$ cat src/rtl/fbw_pkg.sv
// Shared constants for the fault resilient boot watchdog
package fbw_pkg;
	// Clock rate
	localparam int CLK_MHZ       = 250;
	localparam int CLK_HZ        = CLK_MHZ * 1000000;
	// Timeouts, in seconds except WD_TMO_MIN in minutes
	localparam int BOOT_TMO_S    = 5;
	localparam int WD_TMO_MIN    = 6;
	localparam int WD_TMO_S      = WD_TMO_MIN * 60;
	// System reset pulse, least width in ns, rounded up to cycles
	localparam int RST_PULSE_NS  = 1000;
	localparam int RST_CYC       = (RST_PULSE_NS * CLK_MHZ + 999) / 1000;
	localparam int RST_W         = $clog2(RST_CYC + 1);
	// Speaker tone and half period in cycles
	localparam int TONE_HZ       = 1000;
	localparam int TONE_HALF_CYC = CLK_HZ / (2 * TONE_HZ);
	// Periodic clock resync interval in seconds
	localparam int RESYNC_S      = 3600;
	// Counter widths
	localparam int BOOT_W        = 8;
	localparam int WD_W          = 16;
	localparam int TIME_W        = 32;
	localparam logic [BOOT_W-1:0] BOOT_TICKS = BOOT_W'(BOOT_TMO_S);
	localparam logic [WD_W-1:0]   WD_DEF     = WD_W'(WD_TMO_S);
endpackage

$ cat src/rtl/fbw_sync2.sv
// Two flip-flop synchroniser for one pin level
`timescale 1ns/1ps
`default_nettype none
module fbw_sync2 #(
	parameter logic RST_VAL = 1'b0
) (
	// Clock and reset
	input  wire logic clk_sys,
	input  wire logic sys_rst,
	input  wire logic clk_en,
	// Level in and out
	input  wire logic pin_i,
	output logic      sync_o
);
	logic meta_r;

	// First stage feeds only the second
	always_ff @(posedge clk_sys or posedge sys_rst) begin
		if (sys_rst) begin
			meta_r <= RST_VAL;
			sync_o <= RST_VAL;
		end else if (clk_en) begin
			meta_r <= pin_i;
			sync_o <= meta_r;
		end
	end
endmodule
`default_nettype wire

$ cat src/rtl/fbw_cdown.sv
// Loadable seconds countdown with one expiry pulse per arming
`timescale 1ns/1ps
`default_nettype none
module fbw_cdown #(
	parameter int W = 16
) (
	// Clock and reset
	input  wire logic         clk_sys,
	input  wire logic         sys_rst,
	input  wire logic         clk_en,
	// Control
	input  wire logic         tick,
	input  wire logic         load,
	input  wire logic [W-1:0] load_val,
	input  wire logic         stop,
	// State
	output logic [W-1:0]      count,
	output logic              running,
	output logic              expired
);
	generate
		if (W < 2) begin : g_bad
			$error("fbw_cdown: W must be at least 2");
		end
	endgenerate

	wire last_tick = running & tick & (count == W'(1));

	// Load wins over stop; expiry clears running so it fires once
	always_ff @(posedge clk_sys or posedge sys_rst) begin
		if (sys_rst) begin
			count   <= '0;
			running <= 1'b0;
			expired <= 1'b0;
		end else if (clk_en) begin
			expired <= last_tick & ~load & ~stop;
			if (load) begin
				count   <= load_val;
				running <= (load_val != '0);
			end else if (stop) begin
				running <= 1'b0;
			end else if (running & tick) begin
				count   <= count - W'(1);
				running <= ~last_tick;
			end
		end
	end
endmodule
`default_nettype wire

$ cat src/rtl/fbw_watchdog.sv
// Fault resilient boot supervision: boot timer, watchdog, rotation, timestamp
`timescale 1ns/1ps
`default_nettype none
module fbw_watchdog #(
	parameter int N_CPU      = 2,
	parameter int SEC_CYCLES = fbw_pkg::CLK_HZ,
	parameter int TONE_HALF  = fbw_pkg::TONE_HALF_CYC,
	parameter int RESYNC_SEC = fbw_pkg::RESYNC_S,
	localparam int CW        = (N_CPU < 2) ? 1 : $clog2(N_CPU)
) (
	// Clock, reset, enable
	input  wire logic                        clk_sys,
	input  wire logic                        sys_rst,
	input  wire logic                        clk_en,
	// Board pins
	input  wire logic                        hard_reset_n,
	input  wire logic                        boot_timer_halt_n,
	// Host watchdog commands
	input  wire logic                        wd_arm_i,
	input  wire logic                        wd_disarm_i,
	input  wire logic [fbw_pkg::WD_W-1:0]    wd_timeout_s_i,
	// Host processor disable request
	input  wire logic                        dis_req_i,
	input  wire logic [CW-1:0]               dis_cpu_i,
	// Host timestamp commands
	input  wire logic                        time_get_i,
	input  wire logic                        time_set_i,
	input  wire logic [fbw_pkg::TIME_W-1:0]  time_set_val_i,
	// Real-time clock reader
	input  wire logic                        rtc_valid_i,
	input  wire logic [fbw_pkg::TIME_W-1:0]  rtc_val_i,
	output logic                             rtc_req_o,
	// Timestamp answer
	output logic                             time_ack_o,
	output logic [fbw_pkg::TIME_W-1:0]       time_val_o,
	// System control
	output logic                             sys_reset_o,
	output logic                             halt_o,
	output logic                             speaker_o,
	output logic [CW-1:0]                    boot_cpu_o,
	output logic [N_CPU-1:0]                 cpu_disabled_o,
	// Timer state
	output logic                             boot_run_o,
	output logic                             wd_run_o
);
	localparam int SCW = $clog2(SEC_CYCLES);
	localparam int TCW = $clog2(TONE_HALF + 1);
	localparam int RCW = $clog2(RESYNC_SEC + 1);

	generate
		if (N_CPU < 2 || SEC_CYCLES < 4 || TONE_HALF < 1 || RESYNC_SEC < 1) begin : g_bad
			$error("fbw_watchdog: parameter out of range");
		end
	endgenerate

	// Registers and next-state wires
	logic                        hr_d_r;
	logic                        own_rst_r;
	logic                        beep_r;
	logic [fbw_pkg::RST_W-1:0]   rst_cnt_r;
	logic [SCW-1:0]              sec_cnt_r;
	logic [TCW-1:0]              tone_cnt_r;
	logic [RCW-1:0]              rs_cnt_r;
	logic                        start_pend_r;
	logic [fbw_pkg::TIME_W-1:0]  time_cnt_r;
	logic [fbw_pkg::TIME_W-1:0]  time_nxt;
	logic [fbw_pkg::RST_W-1:0]   rst_cnt_nxt;
	logic [N_CPU-1:0]            dis_nxt;
	logic [CW-1:0]               boot_nxt;
	logic                        beep_nxt;
	logic                        halt_nxt;
	logic                        launch;
	// Synchronised pins and timer wires
	logic                        hr_s;
	logic                        hl_s;
	logic [fbw_pkg::BOOT_W-1:0]  boot_cnt;
	logic [fbw_pkg::WD_W-1:0]    wd_cnt;
	logic                        boot_exp;
	logic                        wd_exp;

	// Pin synchronisers
	fbw_sync2 #(.RST_VAL(1'b0)) u_sync_hr (
		.clk_sys (clk_sys),
		.sys_rst (sys_rst),
		.clk_en  (clk_en),
		.pin_i   (hard_reset_n),
		.sync_o  (hr_s)
	);
	fbw_sync2 #(.RST_VAL(1'b0)) u_sync_hl (
		.clk_sys (clk_sys),
		.sys_rst (sys_rst),
		.clk_en  (clk_en),
		.pin_i   (boot_timer_halt_n),
		.sync_o  (hl_s)
	);

	// Reset edges and one-second tick
	wire hr_rise     = hr_s & ~hr_d_r;
	wire hr_fall     = ~hr_s & hr_d_r;
	wire ext_restart = hr_fall & ~own_rst_r;
	wire sec_tick    = (sec_cnt_r == SCW'(SEC_CYCLES - 1));
	wire beep_phase  = (sec_cnt_r < SCW'(SEC_CYCLES / 2));
	wire tone_wrap   = (tone_cnt_r == TCW'(TONE_HALF - 1));
	wire rs_wrap     = sec_tick & (rs_cnt_r == RCW'(RESYNC_SEC - 1));

	// Boot timer loads on reset release, stops on halt deassert
	fbw_cdown #(.W(fbw_pkg::BOOT_W)) u_boot_tmr (
		.clk_sys  (clk_sys),
		.sys_rst  (sys_rst),
		.clk_en   (clk_en),
		.tick     (sec_tick),
		.load     (hr_rise),
		.load_val (fbw_pkg::BOOT_TICKS),
		.stop     (hl_s | hr_fall),
		.count    (boot_cnt),
		.running  (boot_run_o),
		.expired  (boot_exp)
	);

	// Startup watchdog from host setting
	fbw_cdown #(.W(fbw_pkg::WD_W)) u_wd_tmr (
		.clk_sys  (clk_sys),
		.sys_rst  (sys_rst),
		.clk_en   (clk_en),
		.tick     (sec_tick),
		.load     (wd_arm_i),
		.load_val (wd_timeout_s_i),
		.stop     (wd_disarm_i | hr_fall),
		.count    (wd_cnt),
		.running  (wd_run_o),
		.expired  (wd_exp)
	);

	// One-hot views of the boot and requested processors
	logic [N_CPU-1:0] boot_oh;
	logic [N_CPU-1:0] req_oh;
	genvar g;
	generate
		for (g = 0; g < N_CPU; g++) begin : g_oh
			assign boot_oh[g] = (boot_cpu_o == CW'(g));
			assign req_oh[g]  = (dis_cpu_i == CW'(g));
		end
	endgenerate

	// Next usable processor after cur; top bit flags that one exists
	function automatic logic [CW:0] pick_next(input logic [CW-1:0] cur,
		input logic [N_CPU-1:0] dis);
		logic [CW:0] res;
		int          k;
		int          idx;
		res = '0;
		for (k = N_CPU - 1; k >= 1; k--) begin
			idx = (int'(cur) + k) % N_CPU;
			if (!dis[idx]) begin
				res = {1'b1, CW'(idx)};
			end
		end
		return res;
	endfunction

	// Event priority: outside reset, boot expiry, disable, watchdog
	wire [N_CPU-1:0] mask_a      = cpu_disabled_o | boot_oh;
	wire [N_CPU-1:0] mask_d      = cpu_disabled_o | req_oh;
	wire [CW:0]      pick_a      = pick_next(boot_cpu_o, mask_a);
	wire [CW:0]      pick_d      = pick_next(boot_cpu_o, mask_d);
	wire             dis_is_boot = (dis_cpu_i == boot_cpu_o);
	wire             ev_boot     = boot_exp & ~ext_restart;
	wire             ev_dis      = dis_req_i & ~boot_exp & ~ext_restart;
	wire             ev_wd       = wd_exp & ~boot_exp & ~dis_req_i & ~ext_restart;

	// Rotation and fault decisions
	always_comb begin
		dis_nxt  = cpu_disabled_o;
		boot_nxt = boot_cpu_o;
		beep_nxt = beep_r;
		halt_nxt = halt_o;
		launch   = 1'b0;
		if (ext_restart) begin
			dis_nxt  = '0;
			boot_nxt = '0;
			beep_nxt = 1'b0;
			halt_nxt = 1'b0;
		end else if (ev_boot) begin
			dis_nxt = mask_a;
			if (pick_a[CW]) begin
				boot_nxt = pick_a[CW-1:0];
				launch   = 1'b1;
			end else begin
				beep_nxt = 1'b1;
				halt_nxt = 1'b1;
			end
		end else if (ev_dis) begin
			dis_nxt = mask_d;
			if (!dis_is_boot) begin
				launch = 1'b1;
			end else if (pick_d[CW]) begin
				boot_nxt = pick_d[CW-1:0];
				launch   = 1'b1;
			end else begin
				beep_nxt = 1'b1;
				halt_nxt = 1'b1;
			end
		end else if (ev_wd) begin
			launch = 1'b1;
		end
	end

	// Reset pulse length
	assign rst_cnt_nxt = launch ? fbw_pkg::RST_W'(fbw_pkg::RST_CYC) :
		(rst_cnt_r != '0) ? rst_cnt_r - fbw_pkg::RST_W'(1) : rst_cnt_r;

	// Timestamp: host set, then clock load, then the seconds step
	always_comb begin
		time_nxt = time_cnt_r;
		if (time_set_i) begin
			time_nxt = time_set_val_i;
		end else if (rtc_valid_i) begin
			time_nxt = rtc_val_i;
		end else if (sec_tick) begin
			time_nxt = time_cnt_r + fbw_pkg::TIME_W'(1);
		end
	end

	// Supervision state
	always_ff @(posedge clk_sys or posedge sys_rst) begin
		if (sys_rst) begin
			hr_d_r         <= 1'b0;
			own_rst_r      <= 1'b0;
			cpu_disabled_o <= '0;
			boot_cpu_o     <= '0;
			beep_r         <= 1'b0;
			halt_o         <= 1'b0;
			rst_cnt_r      <= '0;
			sys_reset_o    <= 1'b0;
		end else if (clk_en) begin
			hr_d_r         <= hr_s;
			own_rst_r      <= launch | (own_rst_r & ~(hr_rise & ~sys_reset_o)); // Pin blips mid-pulse
			cpu_disabled_o <= dis_nxt;
			boot_cpu_o     <= boot_nxt;
			beep_r         <= beep_nxt;
			halt_o         <= halt_nxt;
			rst_cnt_r      <= rst_cnt_nxt;
			sys_reset_o    <= (rst_cnt_nxt != '0);
		end
	end

	// Seconds prescaler and beep tone
	always_ff @(posedge clk_sys or posedge sys_rst) begin
		if (sys_rst) begin
			sec_cnt_r  <= '0;
			tone_cnt_r <= '0;
			speaker_o  <= 1'b0;
		end else if (clk_en) begin
			sec_cnt_r  <= sec_tick ? '0 : sec_cnt_r + SCW'(1);
			tone_cnt_r <= tone_wrap ? '0 : tone_cnt_r + TCW'(1);
			if (!(beep_r & beep_phase)) begin
				speaker_o <= 1'b0;
			end else if (tone_wrap) begin
				speaker_o <= ~speaker_o;
			end
		end
	end

	// Timestamp and clock resync requests
	always_ff @(posedge clk_sys or posedge sys_rst) begin
		if (sys_rst) begin
			time_cnt_r   <= '0;
			time_val_o   <= '0;
			time_ack_o   <= 1'b0;
			rs_cnt_r     <= '0;
			start_pend_r <= 1'b1;
			rtc_req_o    <= 1'b0;
		end else if (clk_en) begin
			time_cnt_r   <= time_nxt;
			time_ack_o   <= time_get_i;
			if (time_get_i) begin
				time_val_o <= time_cnt_r;
			end
			if (sec_tick) begin
				rs_cnt_r <= rs_wrap ? '0 : rs_cnt_r + RCW'(1);
			end
			start_pend_r <= 1'b0;
			rtc_req_o    <= start_pend_r | rs_wrap;
		end
	end
endmodule
`default_nettype wire

$ cat config.mk
export PLATFORM = sky130hd
export DESIGN_NAME = fbw_watchdog
export DESIGN_NICKNAME = d
export VERILOG_FILES = /design/src/rtl/fbw_pkg.sv /design/src/rtl/fbw_sync2.sv /design/src/rtl/fbw_cdown.sv /design/src/rtl/fbw_watchdog.sv
export SDC_FILE = /design/constraint.sdc
export NUM_CORES = 1
export LEC_CHECK = 0
export CAP_MARGIN = 20
export CORE_MARGIN = 2
export CORE_UTILIZATION = 58
export CTS_BUF_LIST = sky130_fd_sc_hd__clkbuf_4 sky130_fd_sc_hd__clkbuf_8
export CTS_CLUSTER_SIZE = 30
export DETAILED_ROUTE_END_ITERATION = 8
export DONT_BUFFER_PORTS = 1
export PLACE_DENSITY_LB_ADDON = 0.08
export SYNTH_ARGS = -nofsm -noshare
export SYNTH_HDL_FRONTEND = slang
export SYNTH_HIERARCHICAL = 1
export SYNTH_SLANG_ARGS = --single-unit
export TNS_END_PERCENT = 50
$ cat constraint.sdc
create_clock -name clk_sys -period 4.5 [get_ports clk_sys]
set_input_delay 0 -clock clk_sys [delete_from_list [all_inputs] [get_ports clk_sys]]
set_output_delay 0 -clock clk_sys [all_outputs]
set_load 0.02 [all_outputs]
Yosys cells after proc, flatten, opt, wreduce, memory -nomap -nowiden
Index checks and enable logic that the tools add are counted.
Word-level totals
  flip-flop bits (word level): 172
  output and inout bits: 42
  word-level logic and storage cells: 167
Cells by class
  $add $sub $neg: 8
  magnitude comparators: 2
  eq/ne operators: 12
  mux-type cells: 52
  bitwise gates (word level): 45
  reductions and logical operators: 22
Operator list (count)
  32-bit 2-to-1 mux: 3
  16-bit 2-to-1 mux: 3
  8-bit 2-to-1 mux: 5
  1-bit 2-to-1 mux: 33
  32-bit by 1-bit adder with 32-bit output, second input constant: 1
  28-bit by 1-bit adder with 28-bit output, second input constant: 1
  28-bit equality test, second input constant: 1
  28-bit by 27-bit less-than comparator with 1-bit output, second input constant: 1
  28-bit 2-to-1 mux: 1
  1-bit AND: 21
  3-bit nonzero test: 6
  17-bit by 1-bit adder with 17-bit output, second input constant: 1
  17-bit equality test, second input constant: 1
  17-bit 2-to-1 mux: 1
  1-bit NOT: 17
  16-bit by 1-bit equality test with 1-bit output, second input constant: 1
  16-bit nonzero test: 1
  8-bit nonzero test: 2
  16-bit by 1-bit subtractor with 16-bit output, second input constant: 1
  8-bit by 1-bit subtractor with 8-bit output, second input constant: 2
  2-bit AND reduction: 7
  12-bit by 1-bit adder with 12-bit output, second input constant: 1
  12-bit equality test, second input constant: 1
  12-bit 2-to-1 mux: 1
  other kinds (14): 28

Depth between registers and ports, before layout
Gate-level depths: netlist of run 1.
  depth after elaboration: 13
  gate-level depth with buffers: 10

Cells and area by module
Netlist of run 1, hierarchy kept.
Modules (own cells, without submodules)
  fbw_watchdog: instances 1, cells each 829, area an instance 7734.9 um2, sequential area each 3504.6 um2
  fbw_cdown at u_wd_tmr: instances 1, cells each 144, area an instance 1244.9 um2, sequential area each 450.4 um2
  fbw_cdown at u_boot_tmr: instances 1, cells each 76, area an instance 680.7 um2, sequential area each 250.2 um2
  fbw_sync2: instances 2, cells each 5, area an instance 76.3 um2, sequential area each 50.0 um2

Least setup slack after synthesis of run 1
No wires, ideal clock.
  path kind: register to register
  start: register sec_cnt_r[11]
  end: register u_wd_tmr.count[12]
  library setup time: 0.125 ns
  arrival time: 2.482 ns
  data required time: 4.375 ns
  slack: 1.892 ns
  stages on the path, launching flop included: 11
  buffers on the path: 3
  cell sequence: dfrtp_1 clkbuf_1 nor4b_1 nand4_1 nor4_1 nand4b_1 and2_2 clkbuf_8 clkbuf_1 a21oi_1 nand3_1
On the way
  word-level cells in the longest chain between the ends: 4
RTL lines
  start: declaration: line fbw_watchdog.sv:61  | logic [SCW-1:0] sec_cnt_r;
  start signal: assignment: line fbw_watchdog.sv:254  | sec_cnt_r <= sec_tick ? '0 : sec_cnt_r + SCW'(1);
  28-bit equality test: line fbw_watchdog.sv:101  | wire sec_tick = (sec_cnt_r == SCW'(SEC_CYCLES - 1));
  named net sec_tick: line fbw_watchdog.sv:101
  1-bit AND: line fbw_cdown.sv:42  | end else if (running & tick) begin
  2-bit nonzero test (no line)
  3-bit AND reduction (no line)
  end signal: assignment: line fbw_cdown.sv:38  | count <= load_val;
  end signal: assignment: line fbw_cdown.sv:43  | count <= count - W'(1);
  end: declaration: line fbw_cdown.sv:17  | output logic [W-1:0] count,
The timed path passes the listed nets, and every way through them passes these cells.
A chain may end at the register's enable or synchronous reset.

Worst setup path in the final report of run 1
  start: register time_cnt_r[3] (netlist bit)
  end: register time_cnt_r[29] (netlist bit)
On the way
  word-level cells in the longest chain between the ends: 4
RTL lines
  start: declaration: line fbw_watchdog.sv:65  | logic [fbw_pkg::TIME_W-1:0] time_cnt_r;
  start signal: assignment: line fbw_watchdog.sv:274  | time_cnt_r <= time_nxt;
  32-bit by 1-bit adder with 32-bit output: line fbw_watchdog.sv:220  | time_nxt = time_cnt_r + fbw_pkg::TIME_W'(1);
  32-bit 2-to-1 mux: line fbw_watchdog.sv:219  | end else if (sec_tick) begin
  32-bit 2-to-1 mux: line fbw_watchdog.sv:217  | end else if (rtc_valid_i) begin
  32-bit 2-to-1 mux: line fbw_watchdog.sv:215  | if (time_set_i) begin
No other way between the ends. The select of a mux whose other input is x is not followed.

==> metrics.md, run 1 <==
| Metric | Value |
|---|---|
| Top flip-flop cell by instance count after synthesis | `dfrtp_1` |
| Worst Setup SP | `time_cnt_r[3]` |
| Fin crit share | `0.821` |
| P&R area growth vs syn | `17.5%` |
| Lkg Pwr | `4.59 nW` |
| First-pass GRT wire length | `42,700 µm` |
| Post-layout min period | `3.69 ns` |
| Initial core utilization | `0.592` |
| Vias | `8,712` |
| Final setup fails | `0` |
| RR Startpoint | `time_cnt_r[3]` |
| Port Buffers | `0` |
| WS Path Type | `reg -> reg` |
| Final hold violation count | `0` |
| Crit path capture type | `flop` |
| Later-pin clock latency in the skew report | `0.46 ns` |
| FP Rows | `47` |
| DR pass1 iterations | `5` |
| Cts bufs inserted | `17` |
| Setup TNS | `0 ns` |
| Final GP Congestion | `0.876` |
| CP dominant cell by count | `dlygate4sd3_1` |
| Worst Setup EP | `time_cnt_r[29]` |
| RSZ-0062 raised after global routing | `false` |
| WP depth | `7` |
| Post-Syn Area | `9810 µm²` |
| Hold Buf Count CTS | `114` |
| R2R Path End | `time_cnt_r[29]` |
| Max Clock Freq | `0.271 GHz` |
| Final nets | `1,256` |
| Root Buffer | `clkbuf_8` |
| Final hold slack | `0.0241 ns` |
| Fin util | `0.695` |
| Initial antenna violation count | `1` |
| Worst vdd ir | `0.224 mV` |
| DRT iter0 DRCs | `730` |
| Simple-gate portion of the synthesized area | `0.233` |
| Ys async rst share | `1.00` |
| H-tree depth | `4` |
| Post-DP HPWL | `16,200 µm` |
| Max cap viols | `0` |
| Worst clock skew | `0.00828 ns` |
| Post-Synth Adder-Cell Area | `0.0128` |
| Multi-input logic area | `5170 µm²` |
| Layout cell share with drive strength beyond 1 | `0.0985` |
| Critical Path AT | `4.04 ns` |
| CP delay by family, top | `simple AND/OR/NAND/NOR gates` |
| Placed Area | `9940 µm²` |
| Worst slew pin tran | `1.18 ns` |
| Post-cts gate resize count | `0` |
| Post-CTS Setup Bufs | `0` |
| Worst-path clk slew | `0.09 ns` |
| Worst Path Buf+Inv | `2` |
| Outcome | `complete, no violations` |
| Max Root-Sink Buffers | `2` |
| Crit path cell chain | `nand4_1 -> or4_1 -> nor3_1 -> a31oi_1 -> dlygate4sd3_1 -> o22a_1 -> dlygate4sd3_1` |
| Critical Path RT | `4.85 ns` |
| Detail Route Antenna Nets | `0` |
| Ys Warns | `6` |
| Routed WL | `26,000 µm` |
| DIE WIDTH | `134 µm` |
| Synth Area per Inst | `9.27 µm²` |
| CP max stage cell | `or4_1` |
| Largest net degree at the start of global routing | `67` |
| Multiplexer share of the synthesized area | `0.0550` |
| Compound-Gate Fraction of Synth Area | `0.172` |
| Non-Filler Instances | `1,388` |
| All-Layer GR Usage | `0.296` |
| Worst-path fanout max | `11` |
| Max Slew Vio Count | `0` |
| TritonCTS clock tree | `built` |
| Drt via density | `6.28` |
| CORE AREA | `16,600 µm²` |
| FF+latch count, synth | `172` |
| Slew headroom | `0.207` |
| Inst Count DP | `1,240` |
| Die Span Y | `134 µm` |
| Yosys cell types | `86` |
| Fillers | `1,319` |
| Clock sink count | `172` |
| Drc violations | `0` |
| Remaining global-route overflow | `0` |
| Reg2Reg Depth | `7` |
| HP Class | `in -> reg` |
| R2r setup slk | `0.81 ns` |
| Number of global-route vias before repair | `8,506` |
| PD cells | `372 nW/µm²` |
| Crit path launch type | `flop` |
| Post-layout instance area | `11,500 µm²` |
| Routed len/inst | `18.8 µm` |
| Post-synth EDFFs | `0` |
| Post-Synth XOR/XNOR Area | `0.0455` |
| Seq/Total Area, Yosys | `0.439` |
| Largest family of logic cells by synthesized area | `simple AND/OR/NAND/NOR gates` |
| Ports | `134` |
| Crit-path max cell delay | `0.81 ns` |
| Die ar. | `18,000 µm²` |
| Post-synthesis instance total | `1,059` |
| Reg area | `4310 µm²` |
-- placed cells by master (no fill, tap or decap), types with 5 or more instances in the layout --
cell type,instances
a32oi_1,6
dlygate4sd3_1,113
a211oi_1,5
a21oi_1,53
o21ai_0,74
nor3b_1,5
o22ai_1,8
and4_1,8
a21o_1,6
nor2b_1,8
clkbuf_8,21
nor2_1,81
mux2_2,39
or4_1,7
mux2i_1,10
xor2_1,12
o31ai_1,8
dfrtp_1,171
inv_1,28
xnor2_1,39
o21a_1,7
nand2_1,94
ha_1,10
nand2b_1,8
nor4b_1,7
o22a_1,10
a31oi_1,17
nand4_1,31
conb_1,16
o21ai_1,5
buf_4,10
nor3_1,26
or3_1,11
a21boi_0,6
a22oi_1,6
o2bb2ai_1,7
nor4_1,28
nand3_1,53
and3_1,18
-- routing by layer --
layer,share of wire,vias to the layer above,track usage
li1,-,4085,-
met3,0.079,41,0.0790
met2,0.48,330,0.492
met4,0.018,0,0.0807
met5,0,-,0
met1,0.42,4256,0.386
-- metrics by stage --
stage	power, mW	setup slack [ns]
6_report	4.28	0.805
3_5_place_dp	3.01	1.66
3_3_place_gp	2.98	1.72
5_1_grt	4.53	0.685
2_1_floorplan	2.82	0.749
4_1_cts	4.29	0.932
-- layout make-up --
| cell class | count | area share |
|---|---|---|
| diodes | 1 | 0.000217 |
| clock buffers | 23 | 0.0264 |
| clock inverters | 9 | 0.00966 |
| inverters | 29 | 0.00988 |
| multi-input cells | 809 | 0.448 |
| flip-flops and latches | 172 | 0.373 |
| well taps | 220 | 0.0239 |
| repair buffers | 125 | 0.108 |
-- cell usage after synthesis (all sizes together) (3+ instances only) --
master / n / area [µm²]
a211oi: 5 / 37.5
a21boi: 7 / 56.3
a21o: 6 / 45.0
a21oi: 53 / 265
a22oi: 6 / 45.0
a31o: 4 / 35.0
a31oi: 17 / 106
a32oi: 6 / 52.6
and2: 5 / 32.5
and3: 19 / 120
and3b: 3 / 26.3
and4: 8 / 70.1
buf: 20 / 110
clkbuf: 43 / 191
dfrtp: 171 / 4280
ha: 10 / 125
inv: 29 / 109
mux2: 39 / 439
mux2i: 10 / 100
nand2: 94 / 353
nand2b: 8 / 50.1
nand3: 54 / 283
nand3b: 3 / 22.5
nand4: 31 / 194
nor2: 81 / 304
nor2b: 8 / 50.1
nor3: 28 / 145
nor3b: 6 / 50.1
nor4: 31 / 213
nor4b: 8 / 85.1
o211ai: 4 / 30.0
o21a: 7 / 52.6
o21ai: 81 / 409
o22a: 10 / 87.6
o22ai: 8 / 50.1
o2bb2ai: 7 / 61.3
o31a: 3 / 26.3
o31ai: 8 / 60.1
o41ai: 4 / 35.0
or2: 3 / 18.8
or3: 14 / 95.1
or4: 9 / 75.1
or4b: 3 / 30.0
xnor2: 39 / 342
xor2: 12 / 105
-- registers in the layout, indices dropped and copies added, names as in the netlist, 8 cells and up --
name / count
u_wd_tmr/count: 16
time_val_o: 32
time_cnt_r: 32
sec_cnt_r: 28
tone_cnt_r: 17
rst_cnt_r: 8
u_boot_tmr/count: 8
rs_cnt_r: 12
-- how the worst min path moves through the flow --
stage,startpoint,to,slack (ns),cells after the start
2_1_floorplan,sys_rst,u_sync_hl/meta_r,-0.26,1
3_3_place_gp,sys_rst,u_sync_hr/meta_r,-0.25,1
3_5_place_dp,sys_rst,u_sync_hl/sync_o,-0.25,1
4_1_cts,time_get_i,time_ack_o,0.002,3
5_1_grt,time_get_i,time_ack_o,0.03,3
6_report,time_get_i,time_ack_o,0.02,3
-- worst min-delay path: cells and delay by family --
family / cells / cell delay (ns)
simple gates: 1 / 0.03
buf+inv: 1 / 0.27
compound gates: 1 / 0.14
-- report_power, final --
| part | switching, mW | internal [mW] |
|---|---|---|
| registers | 0.429 | 1.80 |
| logic | 0.445 | 0.470 |
| clock network | 0.570 | 0.566 |
| total | 1.44 | 2.84 |
-- cells by family (layout without fill, tap and decap cells) --
| kind of cell | count (synthesis) | after routing |
|---|---|---|
| compound gates | 260 | 260 |
| xor+xnor | 51 | 51 |
| fa+ha+maj | 10 | 10 |
| buf+inv | 92 | 186 |
| flops | 172 | 172 |
| mux | 49 | 49 |
| other cells | 2 | 17 |
| simple gates | 423 | 423 |
(Power assumes the default switching activity.)
==> run 2, diff against run 1 <==
Clock period 4.5 ns to 3.7 ns, I/O delays scaled along.
==> metrics.md, run 2 (synthesized netlist as in run 1, its figures left out) <==
| Metric | Value |
|---|---|
| Post-cts gate resize count | `0` |
| Crit path launch type | `flop` |
| Logic gate share of total power | `0.211` |
| Worst Setup SP | `time_cnt_r[3]` |
| H-tree depth | `4` |
| Sw Share | `0.336` |
| Final hold violation count | `0` |
| Post-DP HPWL | `15,600 µm` |
| Ports | `134` |
| WS Path Type | `reg -> reg` |
| Remaining global-route overflow | `0` |
| First-pass GRT wire length | `40,900 µm` |
| R2r setup slk | `0.24 ns` |
| RSZ-0062 raised after global routing | `false` |
| Initial core utilization | `0.592` |
| Worst-path fanout max | `8` |
| Worst clock skew | `0.0136 ns` |
| NetSw | `1.77 mW` |
| Final GP Congestion | `0.849` |
| Max cap viols | `0` |
| Later-pin clock latency in the skew report | `0.48 ns` |
| Clock sink count | `172` |
| Fin crit share | `0.934` |
| Most frequent cells in the layout | `dfrtp_1 (171), dlygate4sd3_1 (116), nand2_1 (94)` |
| Power share of the clock group | `0.274` |
| Critical Path AT | `3.81 ns` |
| Worst Setup EP | `time_cnt_r[29]` |
| Lkg Pwr | `4.62 nW` |
| Final hold slack | `0.0469 ns` |
| Largest net degree at the start of global routing | `141` |
| Crit path capture type | `flop` |
| Max Clock Freq | `0.289 GHz` |
| Max Slew Vio Count | `0` |
| Max Root-Sink Buffers | `2` |
| Largest registers | `time_cnt_r x32, time_val_o x32, sec_cnt_r x28` |
| Die ar. | `18,000 µm²` |
| Post-layout min period | `3.46 ns` |
| Vias | `8,531` |
| Non-Filler Instances | `1,395` |
| Outcome | `complete, no violations` |
| Most common cell after layout, fill and taps aside | `dfrtp_1` |
| Worst slew pin tran | `0.986 ns` |
| Number of global-route vias before repair | `8,086` |
| Worst-path clk slew | `0.09 ns` |
| All-Layer GR Usage | `0.283` |
| Final setup fails | `0` |
| CORE AREA | `16,600 µm²` |
| Routed len/inst | `17.9 µm` |
| Seq pwr share | `0.515` |
| DR pass1 iterations | `5` |
| Reg2Reg Depth | `7` |
| Critical Path RT | `4.05 ns` |
| R2R Path End | `time_cnt_r[29]` |
| Final nets | `1,262` |
| Routed WL | `24,900 µm` |
| Setup TNS | `0 ns` |
| Die Span Y | `134 µm` |
| Port Buffers | `0` |
| PD cells | `454 nW/µm²` |
| FP Rows | `47` |
| Cts bufs inserted | `17` |
| TritonCTS clock tree | `built` |
| P&R area growth vs syn | `18.4%` |
| HP Class | `in -> reg` |
| Detail Route Antenna Nets | `0` |
| Final Total Pwr | `5.28 mW` |
| RR Startpoint | `time_cnt_r[3]` |
| Root Buffer | `clkbuf_8` |
| DRT iter0 DRCs | `629` |
| Slew headroom | `0.340` |
| Inst Count DP | `1,241` |
| Drt via density | `6.12` |
| DIE WIDTH | `134 µm` |
| Worst vdd ir | `0.279 mV` |
| Pint | `3.50 mW` |
| Initial antenna violation count | `2` |
| Layout cell share with drive strength beyond 1 | `0.101` |
| Drc violations | `0` |
-- run 2: cell type report --
type                    instances  area, µm²
repair buffers                131       1320
diodes                          2       5.00
inverters                      29        113
clock buffers                  20        275
multi-input cells             809       5170
fillers                      1315       4960
flip-flops and latches        172       4310
clock inverters                12        163
well taps                     220        275
-- run 2: worst min path at each step --
stage,startpoint,end,slack (ns),cells after the start
5_1_grt,rtc_val_i[27],time_cnt_r[27],0.06,3
6_report,dis_req_i,own_rst_r,0.05,4
4_1_cts,dis_req_i,own_rst_r,0.02,4
2_1_floorplan,sys_rst,u_sync_hl/meta_r,-0.26,1
3_5_place_dp,sys_rst,u_sync_hr/meta_r,-0.25,1
3_3_place_gp,sys_rst,u_sync_hr/meta_r,-0.25,1
-- run 2: metrics by stage --
step,utilization,setup WS (ns),cell area (µm²)
2_1_floorplan,-,1.09,9870
3_5_place_dp,0.600,1.02,9950
6_report,0.701,0.243,11600
4_1_cts,0.700,0.142,11600
3_3_place_gp,0.600,1.04,9950
5_1_grt,0.701,0.0705,11600
-- run 2: critical path, cell delays in order, from the launching register on --
cell and delay [ns]:
dfrtp_1 0.50, nand4_1 0.27, or4_1 0.76, nor3_1 0.38, a31oi_1 0.12, dlygate4sd3_1 0.56
o22a_1 0.19, dlygate4sd3_1 0.54
-- run 2: layer usage --
layer | up-vias | track usage | share of wire
met2 | 288 | 0.452 | 0.47
met3 | 36 | 0.0703 | 0.064
met5 | - | 0 | 0.00052
met4 | 2 | 0.0930 | 0.020
met1 | 4107 | 0.382 | 0.45
li1 | 4098 | - | -
-- run 2: power groups by stage --
stage	combinational, mW	sequential (mW)	clock (mW)
CTS	1.10	2.71	1.47
floorplan	0.828	2.60	0
global placement	0.898	2.73	0
global route	1.25	2.77	1.55
detailed placement	0.921	2.74	0
finish	1.12	2.71	1.44
-- run 2: repair_timing --
| action | CTS | global route |
|---|---|---|
| setup endpoints to repair | 0 | 1 |
| buffers inserted | 0 | 2 |
| hold buffers | 118 | 0 |
| hold endpoints to repair | 269 | 0 |
==> run 3, diff against run 2 <==
Settings changed: CELL_PAD_IN_SITES_DETAIL_PLACEMENT set to 1, CELL_PAD_IN_SITES_GLOBAL_PLACEMENT set to 1, CORE_UTILIZATION 58 to 49, CTS_BUF_LIST sky130_fd_sc_hd__clkbuf_4 sky130_fd_sc_hd__clkbuf_8 to sky130_fd_sc_hd__clkbuf_4 sky130_fd_sc_hd__clkbuf_8 sky130_fd_sc_hd__clkbuf_16.
==> metrics.md, run 3 (synthesized netlist as in run 1, its figures left out) <==
| Metric | Value |
|---|---|
| PD cells | `489 nW/µm²` |
| Place WS | `0.953 ns` |
| First-pass GRT wire length | `51,500 µm` |
| Largest net degree at the start of global routing | `100` |
| H-tree depth | `4` |
| Power share of the clock group | `0.323` |
| P&R area growth vs syn | `20.0%` |
| Post-layout min period | `3.51 ns` |
| Layout cell share with drive strength beyond 1 | `0.0997` |
| Slew headroom | `0.261` |
| Worst slew pin tran | `1.09 ns` |
| Die ar. | `21,200 µm²` |
| Max Slew Vio Count | `0` |
| Setup TNS | `0 ns` |
| Lkg Pwr | `4.66 nW` |
| CORE AREA | `19,500 µm²` |
| Critical Path AT | `3.83 ns` |
| Most frequent cells in the layout | `dfrtp_1 (171), dlygate4sd3_1 (110), nand2_1 (93)` |
| Post-DP HPWL | `19,100 µm` |
| Initial core utilization | `0.503` |
| Crit path launch type | `flop` |
| Final GP Congestion | `0.803` |
| NetSw | `1.97 mW` |
| Final worst slack | `0.193 ns` |
| RR Startpoint | `time_cnt_r[3]` |
| Outcome | `complete, no violations` |
| Initial antenna violation count | `2` |
| DIE WIDTH | `146 µm` |
| Hold path start | `wd_arm_i` |
| Drc violations | `0` |
| Fin crit share | `0.948` |
| Max cap viols | `0` |
| Seq pwr share | `0.476` |
| Routed len/inst | `22.0 µm` |
| Remaining global-route overflow | `0` |
| Worst clock skew | `0.0120 ns` |
| Worst-path clk slew | `0.07 ns` |
| Detail Route Antenna Nets | `0` |
| Logic gate share of total power | `0.201` |
| HP Class | `in -> reg` |
| Max Root-Sink Buffers | `2` |
| Final hold slack | `0.0222 ns` |
| Worst-path fanout max | `11` |
| Worst Setup SP | `time_cnt_r[3]` |
| Pint | `3.79 mW` |
| Final hold violation count | `0` |
| Crit path capture type | `flop` |
| All-Layer GR Usage | `0.300` |
| Most common cell after layout, fill and taps aside | `dfrtp_1` |
| Drt via density | `6.28` |
| DRT iter0 DRCs | `570` |
| Die Span Y | `146 µm` |
| Fin util | `0.603` |
| Later-pin clock latency in the skew report | `0.44 ns` |
| Final nets | `1,252` |
| Largest registers | `time_cnt_r x32, time_val_o x32, sec_cnt_r x28` |
| FP Rows | `51` |
| Number of global-route vias before repair | `9,576` |
| Critical Path RT | `4.02 ns` |
| Ports | `134` |
| RSZ-0062 raised after global routing | `false` |
| Worst vdd ir | `0.355 mV` |
| Root Buffer | `clkbuf_16` |
| Cts bufs inserted | `17` |
| Final setup fails | `0` |
| R2r setup slk | `0.19 ns` |
| Routed WL | `31,500 µm` |
| Clock sink count | `172` |
| Port Buffers | `0` |
| Vias | `8,986` |
| Max Clock Freq | `0.285 GHz` |
| DR pass1 iterations | `5` |
| WS Path Type | `reg -> reg` |
| TritonCTS clock tree | `built` |
| Sw Share | `0.342` |
-- run 3: changes by cell type in the layout (fill, tap and decap cells not counted), sizes merged --
cell,change
dlygate4sd3,-6
buf,-4
inv,+4
clkbuf,-2
clkinv,-2
bufinv,-1
clkinvlp,+1
diode,+1
-- run 3: stage by stage --
stage,total power [mW],cell area (µm²),std cells
2_1_floorplan,3.43,9870,1073
3_3_place_gp,3.65,9990,1283
3_5_place_dp,3.70,9990,1283
4_1_cts,5.75,11700,1427
5_1_grt,6.06,11800,1429
6_report,5.76,11800,1431
-- run 3: final cells by class --
class	instances	area, µm²
inverter	29	113
clock inverter	14	161
timing repair buffer	121	1250
sequential	172	4310
multi-input combinational	809	5170
fill	2223	7750
clock buffer	18	433
antenna	3	7.51
tap	265	332
-- run 3: metal layers --
metal  track usage  share of wire  up-vias
li1              -              -     4078
met1         0.384           0.42     4572
met2         0.504           0.49      284
met3        0.0727          0.063       52
met4        0.0961          0.020        0
met5             0              0        -
-- run 3: worst paths after layout --
| path | end | depth (start not counted) |
|---|---|---|
| worst min register to register | tone_cnt_r[10] | 1 |
| worst min-delay path | u_wd_tmr/count[8] | 2 |
| min in group asynchronous | u_sync_hr/meta_r | 3 |
| worst max-delay path | time_cnt_r[29] | 7 |
| max in group asynchronous | time_val_o[5] | 4 |
| worst max register to register | time_cnt_r[29] | 7 |
-- run 3: power by group through the flow --
stage                     clock network [mW]  logic (mW)  registers (mW)
final                                   1.86        1.16            2.74
after global routing                    1.97        1.30            2.79
after CTS                               1.89        1.13            2.73
after detailed placement                   0       0.943            2.76
after global placement                     0       0.909            2.75
after floorplan                            0       0.828            2.60
-- run 3: what timing repair did --
item                                    CTS  global route
buffers inserted                          0             0
endpoints found under the setup margin    0             1
resized for setup                         0             1
hold buffers                            112             0
hold endpoints to repair                169             0
-- run 3: critical path, stage by stage (launching register included) --
cell and delay (ns):
dfrtp_1 0.48, nand4_1 0.41, or4_4 0.72, nor3_1 0.34
a31oi_1 0.12, dlygate4sd3_1 0.57, o22a_1 0.20, dlygate4sd3_1 0.56
